### config.mk
export PLATFORM = sky130hd
export DESIGN_NAME = cpw_pwm_top
export DESIGN_NICKNAME = d
export VERILOG_FILES = /design/src/cpw_pkg.sv /design/src/cpw_tb_if.sv /design/src/cpw_timebase.sv /design/src/cpw_pwm_top.sv
export SDC_FILE = /design/constraint.sdc
export NUM_CORES = 1
export LEC_CHECK = 0
export ABC_AREA = 1
export BUFFER_PORTS_ARGS = -buffer_cell sky130_fd_sc_hd__buf_4
export CELL_PAD_IN_SITES_DETAIL_PLACEMENT = 1
export CELL_PAD_IN_SITES_GLOBAL_PLACEMENT = 2
export CORE_UTILIZATION = 37
export CTS_CLUSTER_DIAMETER = 200
export DETAILED_ROUTE_END_ITERATION = 16
export GPL_TIMING_DRIVEN = 1
export HOLD_SLACK_MARGIN = 0.03
export PLACE_DENSITY_LB_ADDON = 0.1
export SKIP_LAST_GASP = 1
export SYNTH_ARGS = -nofsm -noshare
export SYNTH_HDL_FRONTEND = slang
export SYNTH_SLANG_ARGS = --single-unit
### constraint.sdc
create_clock -name sys_clk -period 6 [get_ports sys_clk]
set_clock_uncertainty 0.1 [all_clocks]
set_input_delay 0.3 -clock sys_clk [delete_from_list [all_inputs] [get_ports sys_clk]]
set_output_delay 0.3 -clock sys_clk [all_outputs]
set_load 0.03 [all_outputs]
### src/cpw_pkg.sv
package cpw_pkg;

  // Bus widths of the plain register port
  localparam int DATA_W = 8;
  localparam int ADDR_W = 4;

  // Time base shape: an 8-bit counter extended by two phase bits
  localparam int COUNT_W = 8;
  localparam int EXT_W   = 2;
  localparam int DUTY_W  = COUNT_W + EXT_W;
  localparam int PRE_W   = 6;
  localparam int RES_W   = 4;

  // Oscillator periods per instruction cycle (one timer input clock)
  localparam int OSC_PER_TICK = 4;

  // Register offsets
  localparam logic [ADDR_W-1:0] OFF_CTRL   = 4'h0;
  localparam logic [ADDR_W-1:0] OFF_PERIOD = 4'h1;
  localparam logic [ADDR_W-1:0] OFF_DUTY_H = 4'h2;
  localparam logic [ADDR_W-1:0] OFF_DUTY_L = 4'h3;
  localparam logic [ADDR_W-1:0] OFF_TIMER  = 4'h4;
  localparam logic [ADDR_W-1:0] OFF_STATUS = 4'h5;
  localparam logic [ADDR_W-1:0] OFF_BUF_H  = 4'h6;
  localparam logic [ADDR_W-1:0] OFF_BUF_L  = 4'h7;

  // Control register fields
  localparam int CTRL_EN     = 0;
  localparam int CTRL_PWM    = 1;
  localparam int CTRL_ALIGN  = 2;
  localparam int CTRL_PRE_LO = 3;
  localparam int CTRL_PRE_HI = 4;
  localparam int CTRL_PST_LO = 5;
  localparam int CTRL_PST_HI = 7;

  // Status register fields
  localparam int STAT_PIN    = 0;
  localparam int STAT_EXT_LO = 1;
  localparam int STAT_EXT_HI = 2;
  localparam int STAT_OVER   = 3;
  localparam int STAT_RES_LO = 4;
  localparam int STAT_RES_HI = 7;

  // Reset values
  localparam logic [DATA_W-1:0] CTRL_RST   = 8'h00;
  localparam logic [DATA_W-1:0] PERIOD_RST = 8'hff;
  localparam logic [DATA_W-1:0] DUTY_RST   = 8'h00;

  // Prescale ratio selection
  typedef enum logic [1:0] {
    CPW_PRE_1  = 2'h0,
    CPW_PRE_4  = 2'h1,
    CPW_PRE_16 = 2'h2,
    CPW_PRE_64 = 2'h3
  } cpw_pre_t;

endpackage

### src/cpw_tb_if.sv
`timescale 1ns/100ps
interface cpw_tb_if;
  // Set up by the register side
  logic                          run;
  cpw_pkg::cpw_pre_t             pre_sel;
  logic [cpw_pkg::COUNT_W-1:0]   period_limit;
  // Produced by the time base
  logic [cpw_pkg::COUNT_W-1:0]   timebase_count;
  logic [cpw_pkg::EXT_W-1:0]     ext_bits;
  logic                          rollover;

  modport gen (
    input  run,
    input  pre_sel,
    input  period_limit,
    output timebase_count,
    output ext_bits,
    output rollover
  );

  modport use_tb (
    output run,
    output pre_sel,
    output period_limit,
    input  timebase_count,
    input  ext_bits,
    input  rollover
  );
endinterface

### src/cpw_timebase.sv
`timescale 1ns/100ps
module cpw_timebase (
  // Clock and reset
  input  wire logic  sys_clk,
  input  wire logic  rst,
  // Time base link to the channel
  cpw_tb_if.gen      tb
);

  logic [cpw_pkg::EXT_W-1:0]   phase_r;
  logic [cpw_pkg::PRE_W-1:0]   pre_r;
  logic [cpw_pkg::COUNT_W-1:0] count_r;
  logic [cpw_pkg::PRE_W-1:0]   pre_mask;
  logic                        tick;

  // Prescaler bits that must be full before the timer steps
  always_comb begin
    unique case (tb.pre_sel)
      cpw_pkg::CPW_PRE_1:  pre_mask = 6'h00;
      cpw_pkg::CPW_PRE_4:  pre_mask = 6'h03;
      cpw_pkg::CPW_PRE_16: pre_mask = 6'h0f;
      cpw_pkg::CPW_PRE_64: pre_mask = 6'h3f;
    endcase
  end

  // Timer steps once per four oscillator periods times the prescale ratio
  assign tick = tb.run && (phase_r == 2'h3) && ((pre_r & pre_mask) == pre_mask);

  // Match on the limit clears on the next step; the postscaler is never consulted
  assign tb.rollover = tick && (count_r == tb.period_limit);

  // Oscillator phase inside one instruction cycle
  always_ff @(posedge sys_clk) begin
    if (rst || !tb.run) begin
      phase_r <= '0;
    end else begin
      phase_r <= phase_r + 2'h1;
    end
  end

  // Prescaler counts instruction cycles; it restarts with each timer step
  always_ff @(posedge sys_clk) begin
    if (rst || !tb.run) begin
      pre_r <= '0;
    end else if (tick) begin
      pre_r <= '0;
    end else if (phase_r == 2'h3) begin
      pre_r <= pre_r + 6'h01;
    end
  end

  // Period timer; holds its value while stopped
  always_ff @(posedge sys_clk) begin
    if (rst) begin
      count_r <= '0;
    end else if (tb.rollover) begin
      count_r <= '0;
    end else if (tick) begin
      count_r <= count_r + 8'h01;
    end
  end

  // Extension bits: oscillator phase at 1:1, else the top prescaler pair
  always_comb begin
    unique case (tb.pre_sel)
      cpw_pkg::CPW_PRE_1:  tb.ext_bits = phase_r;
      cpw_pkg::CPW_PRE_4:  tb.ext_bits = pre_r[1:0];
      cpw_pkg::CPW_PRE_16: tb.ext_bits = pre_r[3:2];
      cpw_pkg::CPW_PRE_64: tb.ext_bits = pre_r[5:4];
    endcase
  end

  assign tb.timebase_count = count_r;

endmodule

### src/cpw_pwm_top.sv
// Added by the designer: the strobed register port and the register addresses.
`timescale 1ns/100ps
// How it works
// - Period is (limit plus one) times four oscillator periods times prescale.
// - Timer matching the limit clears on the next increment, with rollover events.
// - Rollover drives the pin high unless the duty value is zero.
// - Rollover copies the duty register pair into the 10-bit compare buffer.
// - The postscaler never changes the PWM period.
// - Duty is 10 bits over two registers, left or right aligned by select.
// - Duty writes reach the buffer only at the next period match.
// - High time is duty times oscillator period times prescale.
// - Time base is the timer count extended by two low bits.
// - At 1:1 prescale the two low bits are the oscillator phase.
// - Time base equal to buffered duty drives the pin low.
// - Resolution is log2 of four times (limit plus one), up to ten bits.
// - Duty beyond the period never matches; the pin stays as it is.
module cpw_pwm_top #(
  parameter int COUNT_W = cpw_pkg::COUNT_W,
  parameter int DATA_W  = cpw_pkg::DATA_W
) (
  // Clock and reset
  input  wire logic                        sys_clk,
  input  wire logic                        rst,
  // Register port
  input  wire logic [cpw_pkg::ADDR_W-1:0]  reg_addr,
  input  wire logic [DATA_W-1:0]           reg_wdata,
  input  wire logic                        reg_wr,
  input  wire logic                        reg_rd,
  output logic      [DATA_W-1:0]           reg_rdata,
  // Output pin to the load
  output logic                             pwm_output_pin
);

  // The time base and register map are built for the documented widths only
  if (COUNT_W != cpw_pkg::COUNT_W) begin : g_bad_count
    $error("cpw_pwm_top: COUNT_W must equal the package timer width");
  end
  if (DATA_W != cpw_pkg::DATA_W) begin : g_bad_data
    $error("cpw_pwm_top: DATA_W must equal the package register width");
  end

  // Registers written by software
  logic [DATA_W-1:0]               ctrl_r;
  logic [DATA_W-1:0]               period_r;
  logic [DATA_W-1:0]               duty_high_reg_r;
  logic [DATA_W-1:0]               duty_low_reg_r;

  // Channel state
  logic [cpw_pkg::DUTY_W-1:0]      buf_r;
  logic [cpw_pkg::DUTY_W-1:0]      buf_nxt;
  logic                            pin_r;
  logic                            pin_nxt;
  logic [DATA_W-1:0]               rdata_r;
  logic [DATA_W-1:0]               rdata_nxt;

  // Decoded control fields
  logic                            chan_en;
  logic                            pwm_mode;
  logic                            duty_align_select;
  logic                            active;

  // Time base view
  logic [cpw_pkg::DUTY_W-1:0]      timebase;
  logic [cpw_pkg::DUTY_W-1:0]      duty_val;
  logic                            duty_zero;
  logic                            match;
  logic                            roll_d_r;

  // Status helpers
  logic [cpw_pkg::DUTY_W:0]        period_len;
  logic                            overrun;
  logic [cpw_pkg::RES_W-1:0]       resolution;

  cpw_tb_if tb_link ();

  cpw_timebase u_timebase (
    .sys_clk (sys_clk),
    .rst     (rst),
    .tb      (tb_link)
  );

  // Control decode
  assign chan_en           = ctrl_r[cpw_pkg::CTRL_EN];
  assign pwm_mode          = ctrl_r[cpw_pkg::CTRL_PWM];
  assign duty_align_select = ctrl_r[cpw_pkg::CTRL_ALIGN];
  assign active            = chan_en && pwm_mode;

  // Timer runs whenever the channel is enabled; the postscale field is not routed
  assign tb_link.run          = chan_en;
  assign tb_link.pre_sel      =
    cpw_pkg::cpw_pre_t'(ctrl_r[cpw_pkg::CTRL_PRE_HI:cpw_pkg::CTRL_PRE_LO]);
  assign tb_link.period_limit = period_r;

  // Ten-bit time base from the timer count and the two extension bits
  assign timebase = {tb_link.timebase_count, tb_link.ext_bits};

  // Duty value gathered from the register pair in the selected alignment
  always_comb begin
    if (duty_align_select) begin
      duty_val = {duty_high_reg_r, duty_low_reg_r[DATA_W-1:DATA_W-2]};
    end else begin
      duty_val = {duty_high_reg_r[1:0], duty_low_reg_r};
    end
  end

  // Zero test on the buffer, which already holds the value of the new period
  assign duty_zero = (buf_r == '0);

  // Compare against the buffer, never against the live registers
  assign match = (timebase == buf_r);

  // Period length in time base steps, for the overrun flag
  assign period_len = {1'b0, period_r, 2'h0} + 11'h004;
  assign overrun    = ({1'b0, buf_r} > period_len);

  // Duty resolution: two bits plus floor log2 of (limit plus one)
  always_comb begin
    logic [COUNT_W:0] span;
    span       = {1'b0, period_r} + 9'h001;
    resolution = 4'h2;
    for (int i = 1; i <= COUNT_W; i++) begin
      if (span >= (9'h001 << i)) begin
        resolution = 4'(i + 2);
      end
    end
  end

  // Control register; the instruction-clock choice is implicit in this timer
  always_ff @(posedge sys_clk) begin
    if (rst) begin
      ctrl_r <= cpw_pkg::CTRL_RST;
    end else if (reg_wr && (reg_addr == cpw_pkg::OFF_CTRL)) begin
      ctrl_r <= reg_wdata;
    end
  end

  // Period limit; a change takes effect at the next compare against the timer
  always_ff @(posedge sys_clk) begin
    if (rst) begin
      period_r <= cpw_pkg::PERIOD_RST;
    end else if (reg_wr && (reg_addr == cpw_pkg::OFF_PERIOD)) begin
      period_r <= reg_wdata;
    end
  end

  // Duty register pair; writable at any time because the buffer shields the pin
  always_ff @(posedge sys_clk) begin
    if (rst) begin
      duty_high_reg_r <= cpw_pkg::DUTY_RST;
      duty_low_reg_r  <= cpw_pkg::DUTY_RST;
    end else if (reg_wr) begin
      if (reg_addr == cpw_pkg::OFF_DUTY_H) begin
        duty_high_reg_r <= reg_wdata;
      end
      if (reg_addr == cpw_pkg::OFF_DUTY_L) begin
        duty_low_reg_r <= reg_wdata;
      end
    end
  end

  // Compare buffer loads only on rollover, and only while in PWM mode
  always_comb begin
    buf_nxt = buf_r;
    if (active && tb_link.rollover) begin
      buf_nxt = duty_val;
    end
  end

  always_ff @(posedge sys_clk) begin
    if (rst) begin
      buf_r <= '0;
    end else begin
      buf_r <= buf_nxt;
    end
  end

  // A match is acted on one edge after the time base reaches the buffer, so the
  // set trails rollover by one edge too; the high time is then exactly duty steps
  always_ff @(posedge sys_clk) begin
    if (rst) begin
      roll_d_r <= 1'b0;
    end else begin
      roll_d_r <= active && tb_link.rollover;
    end
  end

  // Pin: low while not active, set just after rollover, a match clears it, otherwise it keeps its level
  always_comb begin
    pin_nxt = pin_r;
    if (!active) begin
      pin_nxt = 1'b0;
    end else if (roll_d_r && !duty_zero) begin
      pin_nxt = 1'b1;
    end else if (match) begin
      pin_nxt = 1'b0;
    end
  end

  // Pin flop; a zero buffer leaves the set out and lets the match hold it low
  always_ff @(posedge sys_clk) begin
    if (rst) begin
      pin_r <= 1'b0;
    end else begin
      pin_r <= pin_nxt;
    end
  end

  assign pwm_output_pin = pin_r;

  // Read multiplexer; unmapped offsets read as zero
  always_comb begin
    rdata_nxt = '0;
    unique case (reg_addr)
      cpw_pkg::OFF_CTRL:   rdata_nxt = ctrl_r;
      cpw_pkg::OFF_PERIOD: rdata_nxt = period_r;
      cpw_pkg::OFF_DUTY_H: rdata_nxt = duty_high_reg_r;
      cpw_pkg::OFF_DUTY_L: rdata_nxt = duty_low_reg_r;
      cpw_pkg::OFF_TIMER:  rdata_nxt = tb_link.timebase_count;
      cpw_pkg::OFF_STATUS: begin
        rdata_nxt[cpw_pkg::STAT_PIN]                             = pin_r;
        rdata_nxt[cpw_pkg::STAT_EXT_HI:cpw_pkg::STAT_EXT_LO]     = tb_link.ext_bits;
        rdata_nxt[cpw_pkg::STAT_OVER]                            = overrun;
        rdata_nxt[cpw_pkg::STAT_RES_HI:cpw_pkg::STAT_RES_LO]     = resolution;
      end
      cpw_pkg::OFF_BUF_H:  rdata_nxt = {6'h00, buf_r[cpw_pkg::DUTY_W-1:DATA_W]};
      cpw_pkg::OFF_BUF_L:  rdata_nxt = buf_r[DATA_W-1:0];
      default:             rdata_nxt = '0;
    endcase
  end

  // Read data stand for exactly the cycle after the strobe
  always_ff @(posedge sys_clk) begin
    if (rst) begin
      rdata_r <= '0;
    end else if (reg_rd) begin
      rdata_r <= rdata_nxt;
    end else begin
      rdata_r <= '0;
    end
  end

  assign reg_rdata = rdata_r;

endmodule

== Word level (Yosys, flattened, before mapping) ==
Index checks and enable logic that the tools add are counted.

* Register bits after elaboration: 68
* Bits of input ports: 16
* Output and inout port bits: 9
* Logic and storage cells: 77

* $add $sub $neg: 5
* Magnitude comparators: 9
* Eq/ne operators: 14
* Muxes and demuxes: 14
* Bitwise gates (word level): 3
* Reductions and logical operators: 21

{| class="wikitable"
|+ Operator list
! cell !! count
|-
| one-hot mux 8 bit (8 select lines) || 1
|-
| 2-to-1 mux 4 bit || 7
|-
| one-hot mux 6 bit (4 select lines) || 1
|-
| equality test 4 x 3 -> 1 bit, second input constant || 4
|-
| adder 10 x 3 -> 11 bit, second input constant || 1
|-
| greater-than comparator 10 x 11 -> 1 bit || 1
|-
| equality test 10 bit || 1
|-
| zero test 10 bit || 1
|-
| 2-to-1 mux 10 bit || 1
|-
| adder 8 x 1 -> 9 bit, second input constant || 1
|-
| greater-or-equal comparator 9 x 2 -> 1 bit, second input constant || 1
|-
| greater-or-equal comparator 9 x 3 -> 1 bit, second input constant || 1
|-
| greater-or-equal comparator 9 x 4 -> 1 bit, second input constant || 1
|-
| greater-or-equal comparator 9 x 5 -> 1 bit, second input constant || 1
|-
| greater-or-equal comparator 9 x 6 -> 1 bit, second input constant || 1
|-
| greater-or-equal comparator 9 x 7 -> 1 bit, second input constant || 1
|-
| greater-or-equal comparator 9 x 8 -> 1 bit, second input constant || 1
|-
| greater-or-equal comparator 9 bit, second input constant || 1
|-
| adder 8 x 1 -> 8 bit, second input constant || 1
|-
| equality test 4 x 2 -> 1 bit, second input constant || 2
|-
| equality test 8 bit || 1
|-
| logical AND 1 bit || 8
|-
| one-hot mux 2 bit (4 select lines) || 1
|-
| OR reduction 2 bit || 4
|-
| other kinds (15) || 22
|}

== Depth between registers and ports, before layout ==
Gate-level depths: netlist of the first run.

* Word-level depth: 11
* Gate-level depth with buffers: 17
* Gate-level depth less buffers: 17

== Cells and area by module ==
From an unflattened synthesis of the first run, not the netlist that was laid out.

* Cell total of the unflattened synthesis: 558
* Area total of the unflattened synthesis: 3868.7 sq um

{| class="wikitable"
|+ By module, submodules not included
! module !! times used !! cells an instance !! area an instance (sq um) !! sequential area each (sq um)
|-
| cpw_pwm_top || 1 || 404 || 2819.0 || 1041.0
|-
| cpw_timebase || 1 || 154 || 1049.8 || 320.3
|}

== Worst setup path before layout of the first run ==
No wires, ideal clock.

* Path kind: register to register
* Start: register period_r[1]
* End: register rdata_r[3], in the netlist reg_rdata[3]
* Setup time: 0.131 ns
* Data arrival time: 1.971 ns
* Required time: 5.769 ns
* Setup slack: 3.797 ns
* Stages on the path, launching flop included: 13
* Buffers on the path: 0
* Period minus slack after synthesis: 2.203 ns
* Cell sequence: dfxtp_1 > ha_1 > nand2_1 > inv_2 > nand3_1 > nand2_1 > nand2_1 > ha_1 > nand2_1 > nor4_1 > nand4_1 > o311ai_0 > a21oi_1

* Word-level cells in the longest chain between the ends: 3

{| class="wikitable"
|+ RTL lines
! item !! line !! source
|-
| start: declaration || cpw_pwm_top.sv:44 || <nowiki>logic [DATA_W-1:0] period_r;</nowiki>
|-
| start signal: assignment || cpw_pwm_top.sv:140 || <nowiki>period_r <= cpw_pkg::PERIOD_RST;</nowiki>
|-
| start signal: assignment || cpw_pwm_top.sv:142 || <nowiki>period_r <= reg_wdata;</nowiki>
|-
| adder 10 x 3 -> 11 bit || cpw_pwm_top.sv:113 || <nowiki>assign period_len = {1'b0, period_r, 2'h0} + 11'h004;</nowiki>
|-
| greater-than comparator 10 x 11 -> 1 bit || cpw_pwm_top.sv:114 || <nowiki>assign overrun = ({1'b0, buf_r} > period_len);</nowiki>
|-
| one-hot mux 8 bit (8 select lines) || cpw_pwm_top.sv:213 || <nowiki>unique case (reg_addr)</nowiki>
|-
| end signal: assignment || cpw_pwm_top.sv:236 || <nowiki>rdata_r <= rdata_nxt;</nowiki>
|-
| end: declaration || cpw_pwm_top.sv:53 || <nowiki>logic [DATA_W-1:0] rdata_r;</nowiki>
|}

Every way passes these cells.
A chain may end at the register's enable or synchronous reset.

== Worst setup path in the final report of the first run ==
Ends and elaborated chain as after synthesis.

==> results.cfg, run 1 <==
[sta]
min_period_over_period = 0.4303
maxSlewViolCount = 0
hold_viol = 0
fin_crit_ns = 2.582
worst_slew_pin_slew_ns = 0.7408
max_freq_mhz = 387.3
grt_setup_unrepaired = false
setup_tns_ns = 0
setup_viol = 0
slew_headroom = 0.5009

[floorplanning]
dieWidth_um = 103.7
dieArea_mm2 = 0.01075
start_util = 0.3861
row_count = 36
die_y_um = 103.7
design.core.area_mm2 = 0.009910
pin_count = 25

[placement]
io_buffers = 24
gp_congestion = 0.9155
hpwl_um = 10280

[setup_path]
rr_worst_depth = 12
startpoint_type = flip-flop
crit_chain = ha_1 > nand2_1 > inv_2 > nand3_1 > nand2_1 > nand2_1 > ha_1 > nand2_1 > nor4_1 > nand4_1 > o311ai_0 > a21oi_1
cp_common_cell = nand2_1
r2r-start = period_r[1]$_SDFFE_PP1P_
r2r_slack_ns = 3.42
critPathCaptureType = flip-flop
max_stage_delay_ns = 0.48
cp.required_ns = 6.13
cpMaxStageDelayCell = dfxtp_1
crit_arrival_ns = 2.71
crit_type = reg2reg
crit_fanout = 7
reg2reg_to = reg_rdata[3]$_SDFF_PP0_

[yosys]
synth_flop_cell = dfxtp_1
synth_fp_nets = 565
async_flop_share = 0
yosysSeqAreaShare = 0.3558
syn-instance-count = 537
synth.avg_cell_area_um2 = 7.125
yosys_warnings = 0
synth-seq-cells = 68
ys_types = 40
synth-edff-count = 0
synth_area_mm2 = 0.003826

[global_route]
track_usage = 0.2557
antenna_found_initial = 0
grt_pass1_vias = 3679
grt_pass1_wl_um = 20900
grt_remaining_overflow = 0
grt_start_max_net_pins = 46

[drt]
num_vias = 3716
ant_nets = 0
firstDrtPassIters = 4
drtIter0Drc = 182
wl_um = 13120
wire_per_inst_um = 18.90
drc = 0
drt-vias-per-instance = 5.354

[power]
powerDensity_mw_per_mm2 = 230.8
max-vdd-ir-drop_mv = 0.09169
p_leak_nw = 1.768
finalPower_uw = 995.4

[clocking]
clockBufferDepth = 2
cts_resized = 0
cts_num_sinks = 68
numCtsBuffers = 9
clock_latency_ns = 0.35
clk_pin_slew_ns = 0.08
cts_htree_levels = 3
cts_tree = yes
postCtsSetupRepairBufs = 0
cts_hold_buf = 0
root_buffer = clkbuf_8

[hold_path]
hold_start = rst
whs_path_depth = 2
holdPathEnd = duty_high_reg_r[3]$_SDFFE_PP0P_
hp-class = in2reg

[flow_run]
maxCapViolations = 0

[finish]
final_nets = 584
drive_gt1_frac = 0.1141
antennaDiodeCount = 0
synthToLayoutAreaGrowth_pct = 12.72

[outcome]
status = finished clean
[cells in the final DEF, fill, tap and decap left out, drive strengths merged, types with 13 or more instances in the layout]
| cell | instances |
|---|---|
| nand2 | 121 |
| inv | 71 |
| dfxtp | 68 |
| a21oi | 45 |
| nor2 | 42 |
| o21ai | 36 |
| nand3 | 31 |
| buf | 25 |
| o211ai | 20 |
| o22ai | 13 |
| clkbuf | 13 |
[where the power goes]
group	leakage [nW]	switching (mW)	internal (mW)	total, mW
Combinational	1.11	0.0714	0.0353	0.107
Sequential	0.549	0.00573	0.456	0.462
Clock	0.112	0.190	0.237	0.427
Total	1.77	0.267	0.729	0.995
[critical path: cells and delay by family (launching register included)]
family | cells | cell delay [ns]
buf+inv | 1 | 0.12
fa+ha+maj | 2 | 0.56
flops | 1 | 0.48
simple gates | 7 | 0.77
compound gates | 2 | 0.43
[state kept, by name, summed over array words and instances (netlist names)]
register	cells
pwm_output_pin	1
u_timebase.tb.timebase_count	8
duty_high_reg_r	8
reg_rdata	8
duty_low_reg_r	8
u_timebase.phase_r	2
period_r	8
buf_r	10
roll_d_r	1
u_timebase.pre_r	6
ctrl_r	8
[routing by layer]
layer	routed length (µm)	vias to the layer above	GRT usage	part of all wire
met4	338	0	0.09184	0.026
met1	6117	1744	0.3489	0.47
met5	0	-	0	0
met2	5912	104	0.3965	0.45
li1	-	1844	-	-
met3	747	24	0.05538	0.057
[final cells by class]
class	count	area [µm²]
sequential	68	1361
clock buffer	13	178.9
fill	1284	5597
inverter	72	270.3
tap	133	166.4
multi-input combinational	380	2106
timing repair buffer	25	187.7
clock inverter	3	42.54
[per-stage QoR]
step | hold WS (ns) | worst slack, ns | area (µm²) | utilization | instances
floorplan | 0.2691 | 3.797 | 3826 | - | 537
global placement | 0.3290 | 3.595 | 4091 | 0.4129 | 678
detailed placement | 0.3490 | 3.460 | 4091 | 0.4129 | 678
CTS | 0.05670 | 3.434 | 4313 | 0.4352 | 694
global route | 0.07075 | 3.155 | 4313 | 0.4352 | 694
finish | 0.07429 | 3.418 | 4313 | 0.4352 | 694
[cells in the mapped netlist (8+ instances only)]
cell	number	area, µm²
nand3_1	29	145.1
inv_1	66	247.7
a21oi_1	44	220.2
xor2_1	8	70.07
o21ai_0	36	180.2
nor3_1	8	40.04
o22ai_1	13	81.33
ha_1	12	150.1
nand4_1	10	62.56
nand2_1	115	431.7
xnor2_1	11	96.34
o211ai_1	20	150.1
clkbuf_1	11	41.29
nor2_1	37	138.9
dfxtp_1	68	1361
[cell families (layout without fill, tap and decap cells)]
logic type | after synthesis | in the layout | synth area share
AOI/OAI and AO/OA | 127 | 127 | 0.1972
xor gates and xnor gates | 19 | 19 | 0.04349
adders and majority gates | 12 | 12 | 0.03924
buffers and inverters | 89 | 113 | 0.09385
DFF | 68 | 68 | 0.3558
and+or+nand+nor | 222 | 222 | 0.2704
[how the worst max path moves through the flow]
stage | from | to | slack [ns] | depth (start not counted)
CTS | period_r[1]$_SDFFE_PP1P_ | reg_rdata[3]$_SDFF_PP0_ | 3.43 | 12
global placement | period_r[2]$_SDFFE_PP1P_ | reg_rdata[3]$_SDFF_PP0_ | 3.60 | 11
floorplan | period_r[1]$_SDFFE_PP1P_ | reg_rdata[3]$_SDFF_PP0_ | 3.80 | 12
global route | period_r[1]$_SDFFE_PP1P_ | reg_rdata[3]$_SDFF_PP0_ | 3.16 | 12
finish | period_r[1]$_SDFFE_PP1P_ | reg_rdata[3]$_SDFF_PP0_ | 3.42 | 12
detailed placement | period_r[1]$_SDFFE_PP1P_ | reg_rdata[3]$_SDFF_PP0_ | 3.46 | 12
Note: power is estimated with default switching activity, not from simulation.
==> inputs of run 2 (changes only) <==
--- a/config.mk
+++ b/config.mk
@@ -9,7 +9,7 @@
 export BUFFER_PORTS_ARGS = -buffer_cell sky130_fd_sc_hd__buf_4
 export CELL_PAD_IN_SITES_DETAIL_PLACEMENT = 1
 export CELL_PAD_IN_SITES_GLOBAL_PLACEMENT = 2
-export CORE_UTILIZATION = 37
+export CORE_UTILIZATION = 31
 export CTS_CLUSTER_DIAMETER = 200
 export DETAILED_ROUTE_END_ITERATION = 16
 export GPL_TIMING_DRIVEN = 1
==> constraint.sdc (replaced) <==
create_clock -name sys_clk -period 2.1 [get_ports sys_clk]
set_clock_uncertainty 0.1 [all_clocks]
set_input_delay 0.105 -clock sys_clk [delete_from_list [all_inputs] [get_ports sys_clk]]
set_output_delay 0.105 -clock sys_clk [all_outputs]
set_load 0.03 [all_outputs]
==> results.cfg, run 2 (same netlist as run 1, synthesis figures left out) <==
[setup_path]
crit_path_start = period_r[1]$_SDFFE_PP1P_
crit_fanout = 3
crit_arrival_ns = 2.32
r2r_slack_ns = -0.12
critPathCaptureType = flip-flop
startpoint_type = flip-flop
reg2reg_to = reg_rdata[3]$_SDFF_PP0_
r2r-start = period_r[1]$_SDFFE_PP1P_
cp.required_ns = 2.20
crit_type = reg2reg
cp-endpoint = reg_rdata[3]$_SDFF_PP0_
rr_worst_depth = 12

[finish]
antennaDiodeCount = 0
mostFrequentLayoutCells = nand2_1, buf_4, dfxtp_1
regMostFlops = buf_r
synthToLayoutAreaGrowth_pct = 36.53
fillers = 1505
multiInputGateArea_mm2 = 0.002298
drive_gt1_frac = 0.2492
largest_register_ffs = 10
mostFrequentLayoutCell = nand2_1
seq_area_mm2 = 0.001374
final_nets = 653

[sta]
setup_tns_ns = -0.1204
min_period_over_period = 1.057
max_freq_mhz = 450.4
finalWorstSetupSlack_ns = -0.1204
fin_crit_ns = 2.220
worst_slew_pin_slew_ns = 0.6539
hold_viol = 0
setup_viol = 1
grt_setup_unrepaired = true
maxSlewViolCount = 0
slew_headroom = 0.5635

[floorplanning]
dieWidth_um = 113.1
dieArea_mm2 = 0.01279
row_count = 40
pin_count = 25
die_y_um = 113.1
start_util = 0.3185
design.core.area_mm2 = 0.01201

[drt]
ant_nets = 0
drt-vias-per-instance = 5.192
wl_um = 14780
firstDrtPassIters = 5
drc = 0
wire_per_inst_um = 19.02
num_vias = 4034
drtIter0Drc = 242

[hold_path]
hp-class = in2reg

[power]
internal_power_mw = 2.550
p_sw_frac = 0.2548
combPwrFrac = 0.124
pwr-share-seq = 0.385
p_leak_nw = 2.165
p_switching_uw = 871.8
clkPwrFrac = 0.491
max-vdd-ir-drop_mv = 0.4177
finalPower_mw = 3.421
powerDensity_mw_per_mm2 = 655.0

[global_route]
grt_start_max_net_pins = 41
grt_pass1_vias = 4049
use_met2 = 0.4123
grt_remaining_overflow = 0
antenna_found_initial = 0
met1_usage = 0.3092
grt_pass1_wl_um = 23050
gr-usage-met3 = 0.04124
track_usage = 0.2435
top_usage_layer = met2

[outcome]
violations = setup timing
status = finished with violations

[clocking]
cts_num_sinks = 68
clock_latency_ns = 0.35
clockBufferDepth = 2
numCtsBuffers = 9
cts_tree = yes
clk_pin_slew_ns = 0.06
cts_htree_levels = 3
root_buffer = clkbuf_16

[flow_run]
maxCapViolations = 0

[placement]
hpwl_um = 11510
gp_congestion = 0.8462
io_buffers = 24
## run 2: cell count changes in the layout (fill, tap and decap cells not counted), moves of 4 or more
cell	previous run	this run
clkbuf_16	0	9
ha_1	12	6
buf_6	0	6
buf_4	25	75
inv_1	66	61
nand2_2	5	11
dfxtp_1	68	64
nand2_1	115	108
ha_4	0	6
dlygate4sd3_1	0	13
clkbuf_8	13	1
## run 2: what timing repair did
| action | in CTS | in global routing |
|---|---|---|
| hold endpoints to repair | 34 | 0 |
| endpoints found under the setup margin | 5 | 20 |
| hold buffers | 13 | 0 |
| pin swaps | 11 | 22 |
| resized for setup | 24 | 33 |
| buffers inserted | 3 | 5 |
## run 2: area by class of cell
type | count | area share
clock inverters | 6 | 0.01677
flip-flops and latches | 68 | 0.2630
clock buffers | 10 | 0.04575
inverters | 72 | 0.05365
repair buffers | 94 | 0.1456
multi-input cells | 380 | 0.4400
well taps | 147 | 0.03521
## run 2: worst min path at each step
| stage | start | to | slack [ns] | cells past startpoint |
|---|---|---|---|---|
| after floorplan | rst | ctrl_r[7]$_SDFFE_PP0P_ | 0.07 | 1 |
| after global placement | rst | duty_high_reg_r[3]$_SDFFE_PP0P_ | 0.23 | 2 |
| after detailed placement | rst | ctrl_r[7]$_SDFFE_PP0P_ | 0.24 | 2 |
| after CTS | reg_wr | duty_low_reg_r[3]$_SDFFE_PP0P_ | 0.17 | 4 |
| after global routing | reg_wr | duty_low_reg_r[2]$_SDFFE_PP0P_ | 0.23 | 4 |
| final | reg_wr | duty_low_reg_r[2]$_SDFFE_PP0P_ | 0.17 | 4 |
## run 2: routing by layer
layer / up-vias / routed length [µm]
li1: 1989 / -
met1: 1944 / 6849
met2: 80 / 7107
met3: 21 / 514
met4: 0 / 304
met5: - / 0
## run 2: stage by stage
stage	hold WS [ns]	worst slack (ns)	cell area, µm²	instances	util
floorplan	0.07407	0.02270	3831	537	-
global placement	0.2349	-0.03963	4474	740	0.3725
detailed placement	0.2393	-0.1500	4474	740	0.3725
CTS	0.1703	-0.04814	5069	772	0.4220
global route	0.2330	-0.2427	5224	777	0.4349
finish	0.1732	-0.1204	5224	777	0.4349
## run 2: power groups by stage
| stage | clock network [mW] | logic [mW] | registers, mW |
|---|---|---|---|
| after floorplan | 0 | 0.198 | 1.35 |
| after global placement | 0 | 0.340 | 1.35 |
| after detailed placement | 0 | 0.348 | 1.35 |
| after CTS | 1.72 | 0.390 | 1.32 |
| after global routing | 1.77 | 0.468 | 1.32 |
| final | 1.68 | 0.426 | 1.32 |
## run 2: worst max-delay path, cell delays in order (launching register included)
cell	delay, ns
dfxtp_4	0.36
ha_4	0.17
nand2_2	0.06
inv_2	0.05
nor2_4	0.09
inv_2	0.06
ha_4	0.29
nand2_4	0.05
buf_6	0.11
nor4_4	0.19
nand4_1	0.13
o311ai_2	0.30
a21oi_1	0.12
